===== src/tcm_pkg.sv =====
// Purpose: Shared constants and types for the torque cut-off input monitor.
// Assumes: core_clk at 250 MHz.
// Notes:   Error codes are the numbers reported on the error output.
`default_nettype none
package tcm_pkg;
    // ****************************************************************
    // Timing
    // ****************************************************************
    localparam int CLK_MHZ         = 250;
    localparam int TICK_US         = 1000;
    localparam int TICK_CYCLES     = CLK_MHZ * TICK_US;
    localparam int SKEW_MS         = 120;
    localparam int INTERRUPT_MS    = 200;
    localparam int BLOCK_MS        = 50;
    localparam int DIAG_MS         = 630;
    localparam int DIAG_MIN_MS     = 190;
    localparam int DIAG_MAX_MS     = 1480;
    localparam int MIN_TEST_MS     = 1600;
    localparam logic [15:0] DELAY_RESET_MS = 16'h01F4;

    // ****************************************************************
    // Error codes
    // ****************************************************************
    localparam logic [9:0] ERR_NONE         = 10'h000;
    localparam logic [9:0] ERR_REMAINS      = 10'h212;
    localparam logic [9:0] ERR_INTERRUPTION = 10'h213;
    localparam logic [9:0] ERR_MISSING      = 10'h214;
    localparam logic [9:0] ERR_FAULT        = 10'h215;
    localparam logic [9:0] ERR_NO_TRAVEL    = 10'h216;
    localparam logic [9:0] ERR_DIAGNOSTIC   = 10'h3C0;

    typedef struct packed {
        logic       valid;
        logic [9:0] code;
    } tcm_err_t;

    typedef enum logic [1:0] {
        TCM_IDLE,
        TCM_TRAVEL,
        TCM_END
    } tcm_phase_t;
endpackage
`default_nettype wire


===== src/tcm_tick.sv =====
// Purpose: Millisecond tick divider.
// Assumes: Synchronous active-high reset.
// Notes:   One-cycle pulse every DIVIDE cycles.
`default_nettype none
module tcm_tick #(
    parameter int DIVIDE = tcm_pkg::TICK_CYCLES
) (
    // Clock and reset
    input  wire logic core_clk,
    input  wire logic sys_rst,
    // Tick
    output var  logic msTick
);
    logic [31:0] count_r;

    always_ff @(posedge core_clk) begin
        if (sys_rst || count_r == 32'(DIVIDE - 1)) begin
            count_r <= 32'h0000_0000;
        end else begin
            count_r <= count_r + 32'h0000_0001;
        end
    end

    always_ff @(posedge core_clk) begin
        msTick <= !sys_rst && count_r == 32'(DIVIDE - 1);
    end
endmodule
`default_nettype wire


===== src/tcm_monitor.sv =====
// Purpose: Supervises the two torque cut-off channels of a lift drive.
// Assumes: Inputs synchronous to core_clk; travel request is a level from the drive control.
`default_nettype none
module tcm_monitor #(
    parameter int TICK_DIVIDE  = tcm_pkg::TICK_CYCLES,
    parameter int SKEW_LIMIT   = tcm_pkg::SKEW_MS,
    parameter int INTR_DELAY   = tcm_pkg::INTERRUPT_MS,
    parameter int DIAG_DELAY   = tcm_pkg::DIAG_MS
) (
    // Clock and reset
    input  wire logic        core_clk,
    input  wire logic        sys_rst,
    // Cut-off channels and travel request
    input  wire logic        cutoffChannelA,
    input  wire logic        cutoffChannelB,
    input  wire logic        travelRequest,
    // Configuration
    input  wire logic        monitorEnable,
    input  wire logic [15:0] cutoffCheckDelay,
    // Outputs
    output var  logic        torqueEnable,
    output var  logic        safeTorqueCutoff,
    output var  logic        diagLocked,
    output var  tcm_pkg::tcm_err_t errReport
);
    // ****************************************************************
    // Synchronisers and tick
    // ****************************************************************
    logic [1:0] syncA_r, syncB_r;
    logic       chA, chB, msTick;

    always_ff @(posedge core_clk) begin
        if (sys_rst) begin
            syncA_r <= 2'h0;
            syncB_r <= 2'h0;
        end else begin
            syncA_r <= {syncA_r[0], cutoffChannelA};
            syncB_r <= {syncB_r[0], cutoffChannelB};
        end
    end
    assign chA = syncA_r[1];
    assign chB = syncB_r[1];

    tcm_tick #(.DIVIDE(TICK_DIVIDE)) u_tick (
        .core_clk (core_clk),
        .sys_rst  (sys_rst),
        .msTick   (msTick)
    );

    logic bothHigh, bothLow, mismatch;
    assign bothHigh = chA && chB;
    assign bothLow  = !chA && !chB;
    assign mismatch = chA != chB;

    // ****************************************************************
    // Output stage gate
    // ****************************************************************
    // Gated from the synchronised level: the block happens three cycles
    // after a drop, far inside the switch-off budget.
    always_ff @(posedge core_clk) begin
        if (sys_rst) begin
            torqueEnable     <= 1'b0;
            safeTorqueCutoff <= 1'b1;
        end else begin
            torqueEnable     <= bothHigh && !diagLocked;
            safeTorqueCutoff <= !(bothHigh && !diagLocked);
        end
    end

    // ****************************************************************
    // Skew supervision and locked diagnostic
    // ****************************************************************
    logic [15:0] skewMs_r;
    logic        skewFault_r;
    logic [15:0] diagMs_r;
    logic        faultPulse, diagPulse;

    always_ff @(posedge core_clk) begin
        if (sys_rst || !mismatch) begin
            skewMs_r <= 16'h0000;
        end else if (msTick && skewMs_r != 16'hFFFF) begin
            skewMs_r <= skewMs_r + 16'h0001;
        end
    end
    assign faultPulse = mismatch && msTick && skewMs_r == 16'(SKEW_LIMIT);

    always_ff @(posedge core_clk) begin
        if (sys_rst) begin
            skewFault_r <= 1'b0;
        end else if (faultPulse) begin
            skewFault_r <= 1'b1;
        end else if (!mismatch) begin
            skewFault_r <= 1'b0;
        end
    end

    always_ff @(posedge core_clk) begin
        if (sys_rst || !skewFault_r) begin
            diagMs_r <= 16'h0000;
        end else if (msTick && diagMs_r != 16'hFFFF) begin
            diagMs_r <= diagMs_r + 16'h0001;
        end
    end
    assign diagPulse = skewFault_r && mismatch && msTick && diagMs_r == 16'(DIAG_DELAY - 1);

    // Only reset clears the lock; nothing software-visible may release it.
    always_ff @(posedge core_clk) begin
        if (sys_rst) begin
            diagLocked <= 1'b0;
        end else if (diagPulse) begin
            diagLocked <= 1'b1;
        end
    end

    // ****************************************************************
    // Per-journey plausibility
    // ****************************************************************
    tcm_pkg::tcm_phase_t phase_r;
    logic        travelPrev_r;
    logic        highPrev_r, lowPrev_r;
    logic [15:0] chkMs_r, intrMs_r;
    logic        chkRun_r, intrRun_r;
    logic        startChk_r, endChk_r, idleChk_r;
    logic        chkDone, intrDone;

    assign chkDone  = chkRun_r && msTick && chkMs_r + 16'h0001 >= cutoffCheckDelay;
    assign intrDone = intrRun_r && msTick && intrMs_r == 16'(INTR_DELAY - 1);

    always_ff @(posedge core_clk) begin
        if (sys_rst) begin
            travelPrev_r <= 1'b0;
            highPrev_r   <= 1'b0;
            lowPrev_r    <= 1'b1;
        end else begin
            travelPrev_r <= travelRequest;
            highPrev_r   <= bothHigh;
            lowPrev_r    <= bothLow;
        end
    end

    always_ff @(posedge core_clk) begin
        if (sys_rst) begin
            phase_r <= tcm_pkg::TCM_IDLE;
        end else begin
            unique case (phase_r)
                tcm_pkg::TCM_IDLE:   if (travelRequest) phase_r <= tcm_pkg::TCM_TRAVEL;
                tcm_pkg::TCM_TRAVEL: if (!travelRequest) phase_r <= tcm_pkg::TCM_END;
                tcm_pkg::TCM_END:    phase_r <= travelRequest ? tcm_pkg::TCM_TRAVEL : tcm_pkg::TCM_IDLE;
                default:             phase_r <= tcm_pkg::TCM_IDLE;
            endcase
        end
    end

    // One shared check timer: journey start, journey end or standstill release.
    always_ff @(posedge core_clk) begin
        if (sys_rst || !monitorEnable) begin
            chkRun_r   <= 1'b0;
            chkMs_r    <= 16'h0000;
            startChk_r <= 1'b0;
            endChk_r   <= 1'b0;
            idleChk_r  <= 1'b0;
        end else if (travelRequest && !travelPrev_r) begin
            chkRun_r   <= 1'b1;
            chkMs_r    <= 16'h0000;
            startChk_r <= 1'b1;
            endChk_r   <= 1'b0;
            idleChk_r  <= 1'b0;
        end else if (!travelRequest && travelPrev_r) begin
            chkRun_r   <= 1'b1;
            chkMs_r    <= 16'h0000;
            startChk_r <= 1'b0;
            endChk_r   <= 1'b1;
            idleChk_r  <= 1'b0;
        end else if (!travelRequest && bothHigh && !highPrev_r && !chkRun_r) begin
            chkRun_r   <= 1'b1;
            chkMs_r    <= 16'h0000;
            startChk_r <= 1'b0;
            endChk_r   <= 1'b0;
            idleChk_r  <= 1'b1;
        end else if (chkDone) begin
            chkRun_r <= 1'b0;
        end else if (chkRun_r && msTick) begin
            chkMs_r <= chkMs_r + 16'h0001;
        end
    end

    always_ff @(posedge core_clk) begin
        if (sys_rst || !monitorEnable || !travelRequest || !bothLow) begin
            intrRun_r <= 1'b0;
            intrMs_r  <= 16'h0000;
        end else if (phase_r == tcm_pkg::TCM_TRAVEL && !lowPrev_r && !(chkRun_r && startChk_r)) begin
            // A drop while the start check still runs belongs to that check, not to an interruption.
            intrRun_r <= 1'b1;
            intrMs_r  <= 16'h0000;
        end else if (intrRun_r && msTick && intrMs_r != 16'hFFFF) begin
            intrMs_r <= intrMs_r + 16'h0001;
        end
    end

    // ****************************************************************
    // Error report
    // ****************************************************************
    // Diagnostic outranks the fault, which outranks journey checks; the
    // valid pulse is one cycle, the code holds until a newer error.
    always_ff @(posedge core_clk) begin
        if (sys_rst) begin
            errReport <= '{valid: 1'b0, code: tcm_pkg::ERR_NONE};
        end else begin
            errReport.valid <= 1'b0;
            if (diagPulse) begin
                errReport <= '{valid: 1'b1, code: tcm_pkg::ERR_DIAGNOSTIC};
            end else if (faultPulse) begin
                errReport <= '{valid: 1'b1, code: tcm_pkg::ERR_FAULT};
            end else if (intrDone) begin
                errReport <= '{valid: 1'b1, code: tcm_pkg::ERR_INTERRUPTION};
            end else if (chkDone && startChk_r && bothLow && travelRequest) begin
                errReport <= '{valid: 1'b1, code: tcm_pkg::ERR_REMAINS};
            end else if (chkDone && endChk_r && bothHigh && !travelRequest) begin
                errReport <= '{valid: 1'b1, code: tcm_pkg::ERR_MISSING};
            end else if (chkDone && idleChk_r && bothHigh && !travelRequest) begin
                errReport <= '{valid: 1'b1, code: tcm_pkg::ERR_NO_TRAVEL};
            end
        end
    end
    // Journey checks stop while monitorEnable is low, which is how bridged inputs are tolerated.
endmodule
`default_nettype wire


===== config.mk =====
export PLATFORM = sky130hd
export DESIGN_NAME = tcm_monitor
export DESIGN_NICKNAME = d
export VERILOG_FILES = /design/src/tcm_pkg.sv /design/src/tcm_tick.sv /design/src/tcm_monitor.sv
export SDC_FILE = /design/constraint.sdc
export NUM_CORES = 1
export LEC_CHECK = 0
export BUFFER_PORTS_ARGS = -buffer_cell sky130_fd_sc_hd__buf_2
export CAP_MARGIN = 20
export CORE_ASPECT_RATIO = 1.2
export CORE_UTILIZATION = 55
export DETAILED_ROUTE_END_ITERATION = 6
export GPL_TIMING_DRIVEN = 0
export PLACE_DENSITY = 0.75
export SYNTH_ARGS = -nofsm -noshare
export SYNTH_HDL_FRONTEND = slang
export SYNTH_SLANG_ARGS = --single-unit

===== constraint.sdc =====
create_clock -name core_clk -period 3.3 [get_ports core_clk]
set_input_delay 0.165 -clock core_clk [delete_from_list [all_inputs] [get_ports core_clk]]
set_output_delay 0.165 -clock core_clk [all_outputs]
set_load 0.01 [all_outputs]

==> results of run 1 <==
==> worst max-delay path: stages (launching register included) <==
cell and delay (ns):
dfxtp_4 0.35, nand2_2 0.05, or3_1 0.38, buf_6 0.14
nor2_8 0.15, nand3_4 0.11, xnor2_2 0.15, ha_1 0.30
and4_4 0.21, nand4_1 0.15, or4_4 0.52, nand4_4 0.17
buf_8 0.16, buf_8 0.12, o21ai_1 0.07, a21oi_1 0.16
==> final cells by class <==
type,instances,area [µm²],area share (%)
plain buffers,27,160.2,2.184
multi-input cells,531,3510,47.86
clock inverters,13,103.9,1.416
clock buffers,19,442.9,6.040
inverters,34,127.6,1.740
well taps,129,161.4,2.201
flip-flops and latches,122,2461,33.56
repair buffers,55,366.6,4.999
==> through the flow <==
stage | power, mW | util [%] | std cells
5_1_grt | 3.374 | 69.06 | 930
4_1_cts | 3.298 | 68.25 | 927
3_3_place_gp | 1.597 | 60.23 | 876
2_1_floorplan | 1.571 | - | 714
6_report | 3.279 | 69.06 | 930
3_5_place_dp | 1.601 | 60.23 | 876
==> placed cells by master, fill, tap and decap left out, types with 20 or more instances in the layout <==
cell	n
buf_2	35
dfxtp_1	115
nand2_1	57
xnor2_1	32
inv_1	34
ha_1	26
nand4_1	28
xor2_1	47
buf_4	20
nand3_1	33
a21oi_1	24
nor2_1	94
==> registers in the layout (all words and copies together) (netlist names), 2 cells and up <==
| register | cells |
|---|---|
| phase_r | 2 |
| errReport | 7 |
| diagMs_r | 16 |
| chkMs_r | 16 |
| syncB_r | 2 |
| syncA_r | 2 |
| intrMs_r | 16 |
| skewMs_r | 16 |
| u_tick.count_r | 32 |
==> layer usage <==
layer	up-vias	track usage [%]
li1	2627	-
met5	-	0
met4	0	11.82
met3	25	3.979
met2	106	46.10
met1	2486	27.74
==> worst max-delay path by stage <==
stage,startpoint,to,slack [ns],cells past startpoint
final,chkMs_r[2],chkMs_r[7],0.02,15
after global routing,chkMs_r[3],chkMs_r[7],-0.08,15
after CTS,chkMs_r[3],chkMs_r[7],0.03,15
after detailed placement,chkMs_r[0],chkMs_r[3],-0.44,14
after global placement,chkMs_r[0],chkMs_r[5],-0.31,14
after floorplan,chkMs_r[0],chkRun_r,0.20,13
==> synth_stat cells, types with 17 or more instances <==
library cell | number | area, µm²
xnor2_1 | 35 | 306.5
dfxtp_1 | 122 | 2442
xor2_1 | 47 | 411.6
nand2_1 | 60 | 225.2
inv_1 | 34 | 127.6
or3_1 | 18 | 112.6
nand4_1 | 28 | 175.2
a21oi_1 | 26 | 130.1
nor2_1 | 94 | 352.8
and3_1 | 17 | 106.4
nand3_1 | 36 | 180.2
ha_1 | 27 | 337.8
==> repair_timing <==
action | 4_1_cts | 5_1_grt
setup buffers | 15 | 3
setup endpoints to repair | 24 | 19
cloned | 3 | 0
endpoints found under the hold margin | 2 | 0
pin swaps | 12 | 6
hold buffers | 2 | 0
gates resized for setup | 34 | 18
==> kinds of logic after synthesis <==
logic type | Yosys count | synth area share [%]
compound gates | 80 | 8.354
simple gates | 334 | 28.49
fa+ha+maj | 27 | 5.569
other cells | 1 | 0.06182
flops | 122 | 40.26
buf+inv | 61 | 4.435
mux | 6 | 0.9901
xor+xnor | 82 | 11.84
==> where the power goes <==
group / internal [mW] / switching, mW / total, mW
logic: 0.0361 / 0.0507 / 0.0869
registers: 1.48 / 0.00596 / 1.49
clock network: 1.04 / 0.664 / 1.71
total: 2.56 / 0.720 / 3.28
==> impl_results.md, run 1 <==
* Run status: finished with violations
* Failing checks: DRC
* Hpwl dp at 8987 µm
* CTS H-tree lvls at 4
* CTS max path bufs at 2
* HP Class: in2reg
* Num rows at 41
* Synth warn at 0
* Core area at 10620 µm²
* DR WL/cell at 14.44 µm
* Chip width at 97.87 µm
* Initial DRC count at 290
* Worst Hold End: phase_r[1]
* Post-DP Area at 6396 µm²
* Initial Util at 57.12%
* Clk_skew at 0.004960 ns
* Post-placement setup slack at -0.4373 ns
* Clock root cell: clkbuf_16
* Worst reg2reg path depth at 15
* WHS Path Cells at 2
* Via count at 5244
* Slew Viols, Final at 0
* Worst setup EP type: flop
* Share of post-route cells with drive strength above 1 at 17.23%
* Post-route DRC violation count at 6
* IO buf count at 33
* TritonCTS Buffers at 17
* First-pass DRT Iterations at 7
* Global-route wire length before repair at 22660 µm
* Antenna viol nets, final at 0
* Mapped Area at 6066 µm²
* Number of global-route vias before repair at 5087
* ANT cells at 0
* Worst flop-to-flop path startpoint: chkMs_r[2]
* Worst EP arrival at 3.61 ns
* Fmax at 304.8 MHz
* Hold slack at 0.006605 ns
* Final WS setup at 0.01891 ns
* Post-synth EDFFs at 0
* Hold Vio Cnt, Final at 0
* Max Cap Violations at 0
* Top Ports at 36
* R2R Path End: chkMs_r[7]
* Crit path required time at 3.63 ns
* Slew @ Worst Pin at 0.6250 ns
* Worst-Skew Late Latency at 0.41 ns
* RSZ-0062 raised after global routing: true
* Flops & latches, synth at 122
* DRT met1 WL at 5797 µm
* Worst vdd ir at 0.3320 mV
* Avg Vias per Cell at 5.639
* Netlist cell types at 57
* Largest net degree at the start of global routing at 17
* Endpoints failing setup at 0
* Met2 routed WL at 6959 µm
* Design area at 7333 µm²
* PwrDens at 447.2 nW/µm²
* Vert. Die Dim at 117.0 µm
* Initial antenna violation count at 0
* Static leakage power at 2.807 nW
* Tmin final at 3.281 ns
* Slew margin rel. at 57.96%
* Primary FF master, synth: dfxtp_1
* Post-synthesis sequential area ratio at 40.26%
* DR WL met3 at 415 µm
* Synth-to-layout area growth at 20.90%
* Ys async rst share at 0%
* Congestion Overflow GR at 0
* CTS tree: done
* # nets final at 837
* Setup TNS at 0 ns
* Fill cells at 837
* Crit path max fanout at 6
* Clock transition at path regs at 0.06 ns
* Gr usage total at 24.74%
* CP Class: reg2reg
* Uppermost routed layer: met4
* Worst setup SP type: flop
* Fin crit share at 99.43%
* Hold_sp: travelRequest
* Reg-to-reg slack, setup at 0.02 ns
* Sink Count at 122
* GP Congestion at 0.8576
* Die footprint at 11450 µm²
* Cells after Synth at 713
* Drt total wl at 13430 µm
* Synth Area per Inst at 8.507 µm²
No activity file was read; power rests on OpenSTA's default activity.
==> run 2: changes to the inputs <==
Settings changed: MAX_ROUTING_LAYER set to met4.
==> run 2 against run 1 <==
- via count rose by 0.65%
- sequential power barely moved
- clock skew barely moved
- the run still ends with DRC left
- critical path type unchanged
- first-iteration DRC count fell by 4.8%
- routed wire length rose by 0.59%
- setup slack got worse by 0.0022 ns
- global-route usage rose by 0.77 points
- design area did not move
- clock power barely moved
==> impl_results.md, run 2 (same netlist as run 1, synthesis figures left out) <==
* Synth-to-layout area growth at 20.90%
* WHS Path Cells at 2
* Static leakage power at 2.807 nW
* Most common cell after layout, fill and taps aside: dfxtp_1
* Fin crit share at 99.50%
* Max Cap Violations at 0
* Worst setup SP type: flop
* RSZ-0062 raised after global routing: true
* Initial Util at 57.12%
* Final WS setup at 0.01666 ns
* Max reg flops at 32
* Num rows at 41
* HP Class: in2reg
* Worst setup EP type: flop
* Crit path max fanout at 6
* Worst Hold End: phase_r[1]
* Hpwl dp at 8987 µm
* DP Cell Count at 876
* Worst flop-to-flop path startpoint: chkMs_r[2]
* Congestion Overflow GR at 0
* Slew Viols, Final at 0
* Chip width at 97.87 µm
* Global-route wire length before repair at 22650 µm
* Clk_skew at 0.004872 ns
* Initial antenna violation count at 0
* CTS max path bufs at 2
* Failing checks: DRC
* Fin cells at 930
* Core area at 10620 µm²
* Top Ports at 36
* CTS tree: done
* Die footprint at 11450 µm²
* # nets final at 837
* Hold slack at 0.007494 ns
* Via count at 5278
* Hold Vio Cnt, Final at 0
* DR WL/cell at 14.52 µm
* Clock root cell: clkbuf_16
* PwrDens at 447.1 nW/µm²
* Largest net degree at the start of global routing at 17
* CTS H-tree lvls at 4
* GP Congestion at 0.8714
* R2R Path End: chkMs_r[7]
* Post-placement setup slack at -0.4373 ns
* Vert. Die Dim at 117.0 µm
* Slew @ Worst Pin at 0.6528 ns
* Worst EP arrival at 3.61 ns
* Crit path required time at 3.63 ns
* Setup TNS at 0 ns
* Gr usage total at 25.51%
* Avg Vias per Cell at 5.675
* Slew margin rel. at 56.09%
* Worst vdd ir at 0.3328 mV
* ANT cells at 0
* Hold_sp: travelRequest
* First-pass DRT Iterations at 7
* CP startpoint: chkMs_r[2]
* Run status: finished with violations
* Top reg by flops: u_tick.count_r
* Reg-to-reg slack, setup at 0.02 ns
* Post-DP Area at 6396 µm²
* Endpoints failing setup at 0
* TritonCTS Buffers at 17
* Share of post-route cells with drive strength above 1 at 17.23%
* IO buf count at 33
* Initial DRC count at 276
* Design area at 7333 µm²
* Worst reg2reg path depth at 15
* Post-route DRC violation count at 6
* Worst-Skew Late Latency at 0.41 ns
* Post-Route Utilization at 69.06%
* Number of global-route vias before repair at 5085
* Antenna viol nets, final at 0
* Tmin final at 3.283 ns
* Fmax at 304.6 MHz
* Total design power at 3.279 mW
* Sink Count at 122
* Drt total wl at 13510 µm
* Commonest non-fill, non-tap cells in the layout: 115 x dfxtp_1, 94 x nor2_1, 57 x nand2_1
* CP Class: reg2reg
* Clock transition at path regs at 0.06 ns
-- run 2: cell counts in the layout (fill, tap and decap cells not counted) --
Identical to the previous run, type by type.
-- run 2: per-layer routing --
layer / GRT usage [%] / vias up / routed length (µm)
met3: 5.048 / 23 / 463
met2: 46.01 / 106 / 6948
li1: - / 2632 / -
met1: 27.67 / 2517 / 5874
met5: - / - / 0
met4: 10.40 / 0 / 222
-- run 2: where the power goes --
part / internal (mW) / switching [mW] / leakage [nW]
clock: 1.04 / 0.663 / 0.264
sequential: 1.48 / 0.00601 / 0.990
combinational: 0.0361 / 0.0508 / 1.55
total: 2.56 / 0.720 / 2.81
-- run 2: worst max path at each step --
stage / slack, ns / end / cells after the start
floorplan: 0.20 / chkRun_r / 13
global placement: -0.31 / chkMs_r[5] / 14
detailed placement: -0.44 / chkMs_r[3] / 14
CTS: 0.03 / chkMs_r[7] / 15
global route: -0.08 / chkMs_r[7] / 15
finish: 0.02 / chkMs_r[7] / 15
-- run 2: repair_timing --
action,CTS,global route
pin swaps,12,6
cloned,3,0
setup endpoints to repair,24,19
hold buffers,2,0
gates resized for setup,34,18
hold endpoints to repair,2,0
buffers inserted,15,3
-- run 2: worst max-delay path, cell delays in order, from the launching register on --
cell and delay (ns):
dfxtp_4 0.35, nand2_2 0.05, or3_1 0.38, buf_6 0.14
nor2_8 0.15, nand3_4 0.11, xnor2_2 0.15, ha_1 0.30
and4_4 0.21, nand4_1 0.16, or4_4 0.52, nand4_4 0.17
buf_8 0.16, buf_8 0.12, o21ai_1 0.07, a21oi_1 0.16
-- run 2: area by class of cell --
| type | count | area [µm²] |
|---|---|---|
| Inverter | 34 | 127.6 |
| Timing Repair Buffer | 55 | 366.6 |
| Sequential cell | 122 | 2461 |
| Fill cell | 837 | 3286 |
| Clock buffer | 19 | 442.9 |
| Buffer | 27 | 160.2 |
| Multi-Input combinational cell | 531 | 3510 |
| Tap cell | 129 | 161.4 |
| Clock inverter | 13 | 103.9 |
==> run 3: changes to the inputs <==
Settings changed: CORE_UTILIZATION 55 to 61, PLACE_DENSITY 0.75 to 0.79, SLEW_MARGIN set to 0.
Clock period 3.3 ns to 3.4 ns, I/O delays scaled along.
==> run 3 against run 2 <==
- first-iteration DRC count decreased by 25%
- hold slack improved by 0.012 ns
- critical path type unchanged
- critical path depth fell by 1
- clock skew about the same
- clock-buffer cell count increased by 1
- cell count decreased by 2.6%
- non-clock buffer count decreased by 15
- power decreased by 2.5%
- design area down 3.5%
- fmax decreased by 1.8%
- clock power is 2% lower
- the flow now finishes without violations
==> impl_results.md, run 3 (same netlist as run 1, synthesis figures left out) <==
* Num rows at 39
* Gr usage total at 26.36%
* Worst setup EP type: flop
* CTS tree: done
* Endpoints failing setup at 0
* Worst vdd ir at 0.3602 mV
* Fill cells at 710
* Clk_skew at 0.004671 ns
* Slew Viols, Final at 0
* Sink Count at 122
* Slew margin rel. at 53.64%
* Core area at 9613 µm²
* Max reg flops at 32
* Chip width at 93.03 µm
* CTS max path bufs at 2
* Congestion Overflow GR at 0
* Share of post-route cells with drive strength above 1 at 13.41%
* Fin cells at 906
* Slew @ Worst Pin at 0.6896 ns
* Initial Util at 63.10%
* Static leakage power at 2.686 nW
* GP Congestion at 0.8711
* Worst EP arrival at 3.70 ns
* Max Cap Violations at 0
* Die footprint at 10350 µm²
* Worst-Skew Late Latency at 0.41 ns
* Drt total wl at 12690 µm
* Final WS setup at 0.05537 ns
* Largest net degree at the start of global routing at 17
* Number of global-route vias before repair at 4951
* PwrDens at 451.8 nW/µm²
* Top Ports at 36
* CTS H-tree lvls at 4
* Worst flop-to-flop path startpoint: chkMs_r[0]
* HP Class: in2reg
* Clock transition at path regs at 0.05 ns
* Commonest non-fill, non-tap cells in the layout: 115 x dfxtp_1, 94 x nor2_1, 60 x nand2_1
* Antenna viol nets, final at 0
* Initial DRC count at 208
* Hold slack at 0.01988 ns
* Hpwl dp at 8770 µm
* First-pass DRT Iterations at 4
* Crit path required time at 3.75 ns
* Hold Vio Cnt, Final at 0
* Top reg by flops: u_tick.count_r
* ANT cells at 0
* DP Cell Count at 870
* Clock root cell: clkbuf_16
* Hold_sp: travelRequest
* Tmin final at 3.345 ns
* Fin crit share at 98.37%
* Run status: complete, no violations
* RSZ-0062 raised after global routing: true
* Avg Vias per Cell at 5.735
* CP Class: reg2reg
* Post-route DRC violation count at 0
* Via count at 5196
* Initial antenna violation count at 0
* Reg-to-reg slack, setup at 0.06 ns
* Fmax at 299.0 MHz
* # nets final at 822
* CP startpoint: chkMs_r[0]
* TritonCTS Buffers at 17
* Global-route wire length before repair at 21490 µm
* Most common cell after layout, fill and taps aside: dfxtp_1
* DR WL/cell at 14.01 µm
* Vert. Die Dim at 111.2 µm
* Crit path max fanout at 6
* IO buf count at 33
* Post-placement setup slack at -0.2353 ns
* Worst setup SP type: flop
* Synth-to-layout area growth at 16.71%
==> run 3: cell types whose count changed in the layout (fill, tap and decap cells not counted), moves of 3 or more <==
cell,before,now
or4_4,4,1
buf_8,3,0
nand2_2,4,1
clkinvlp_4,4,1
nand2_1,57,60
or4_1,4,7
buf_4,20,8
==> run 3: final cells by class <==
| cell class | count | area (µm²) | area share, % |
|---|---|---|---|
| clock buffer | 20 | 446.7 | 6.310 |
| inverter | 34 | 127.6 | 1.803 |
| buffer | 27 | 148.9 | 2.103 |
| multi-input combinational | 531 | 3422 | 48.34 |
| timing repair buffer | 40 | 220.2 | 3.111 |
| clock inverter | 9 | 101.3 | 1.432 |
| tap | 123 | 153.9 | 2.174 |
| sequential | 122 | 2459 | 34.73 |
==> run 3: path summary, 6_finish.rpt <==
| path | to | cells past startpoint |
|---|---|---|
| worst max-delay path | chkMs_r[10] | 14 |
| worst min-delay path | phase_r[1] | 2 |
| worst max register to register | chkMs_r[10] | 14 |
| worst min register to register | syncB_r[1] | 1 |
==> run 3: power breakdown <==
part / switching [mW] / internal, mW
logic: 0.0479 / 0.0329
clock network: 0.597 / 1.08
registers: 0.00598 / 1.44
==> run 3: per-layer routing <==
metal	GRT usage, %	part of all wire [%]
met1	29.30	43
met2	45.10	51
met3	5.144	3.5
met4	11.90	2.6
met5	-	0
==> run 3: metrics by stage <==
step / util [%] / power (mW) / TNS (ns) / instance area, µm²
3_3_place_gp: 66.46 / 1.549 / -1.949 / 6389
4_1_cts: 72.61 / 3.222 / 0 / 6980
3_5_place_dp: 66.46 / 1.553 / -2.735 / 6389
2_1_floorplan: - / 1.524 / 0 / 6070
6_report: 73.64 / 3.198 / 0 / 7079
5_1_grt: 73.64 / 3.292 / -0.9424 / 7079
==> run 3: worst max-delay path: stages (launching register included) <==
cell and delay, ns:
dfxtp_4 0.37, ha_2 0.24, nand3_4 0.12, nor3_2 0.18, and2_4 0.17, nand2_1 0.11, xnor2_1 0.21, ha_1 0.25
and2_0 0.17, a221o_1 0.37, a21oi_4 0.27, nand4_4 0.16, buf_2 0.18, or4_1 0.40, nand2_1 0.08
==> run 3: what timing repair did <==
item / CTS / global route
endpoints found under the setup margin: 22 / 21
gates cloned: 0 / 1
buffers inserted: 0 / 4
endpoints found under the hold margin: 2 / 0
gates resized for setup: 9 / 18
hold buffers: 2 / 0
pin swaps: 2 / 6
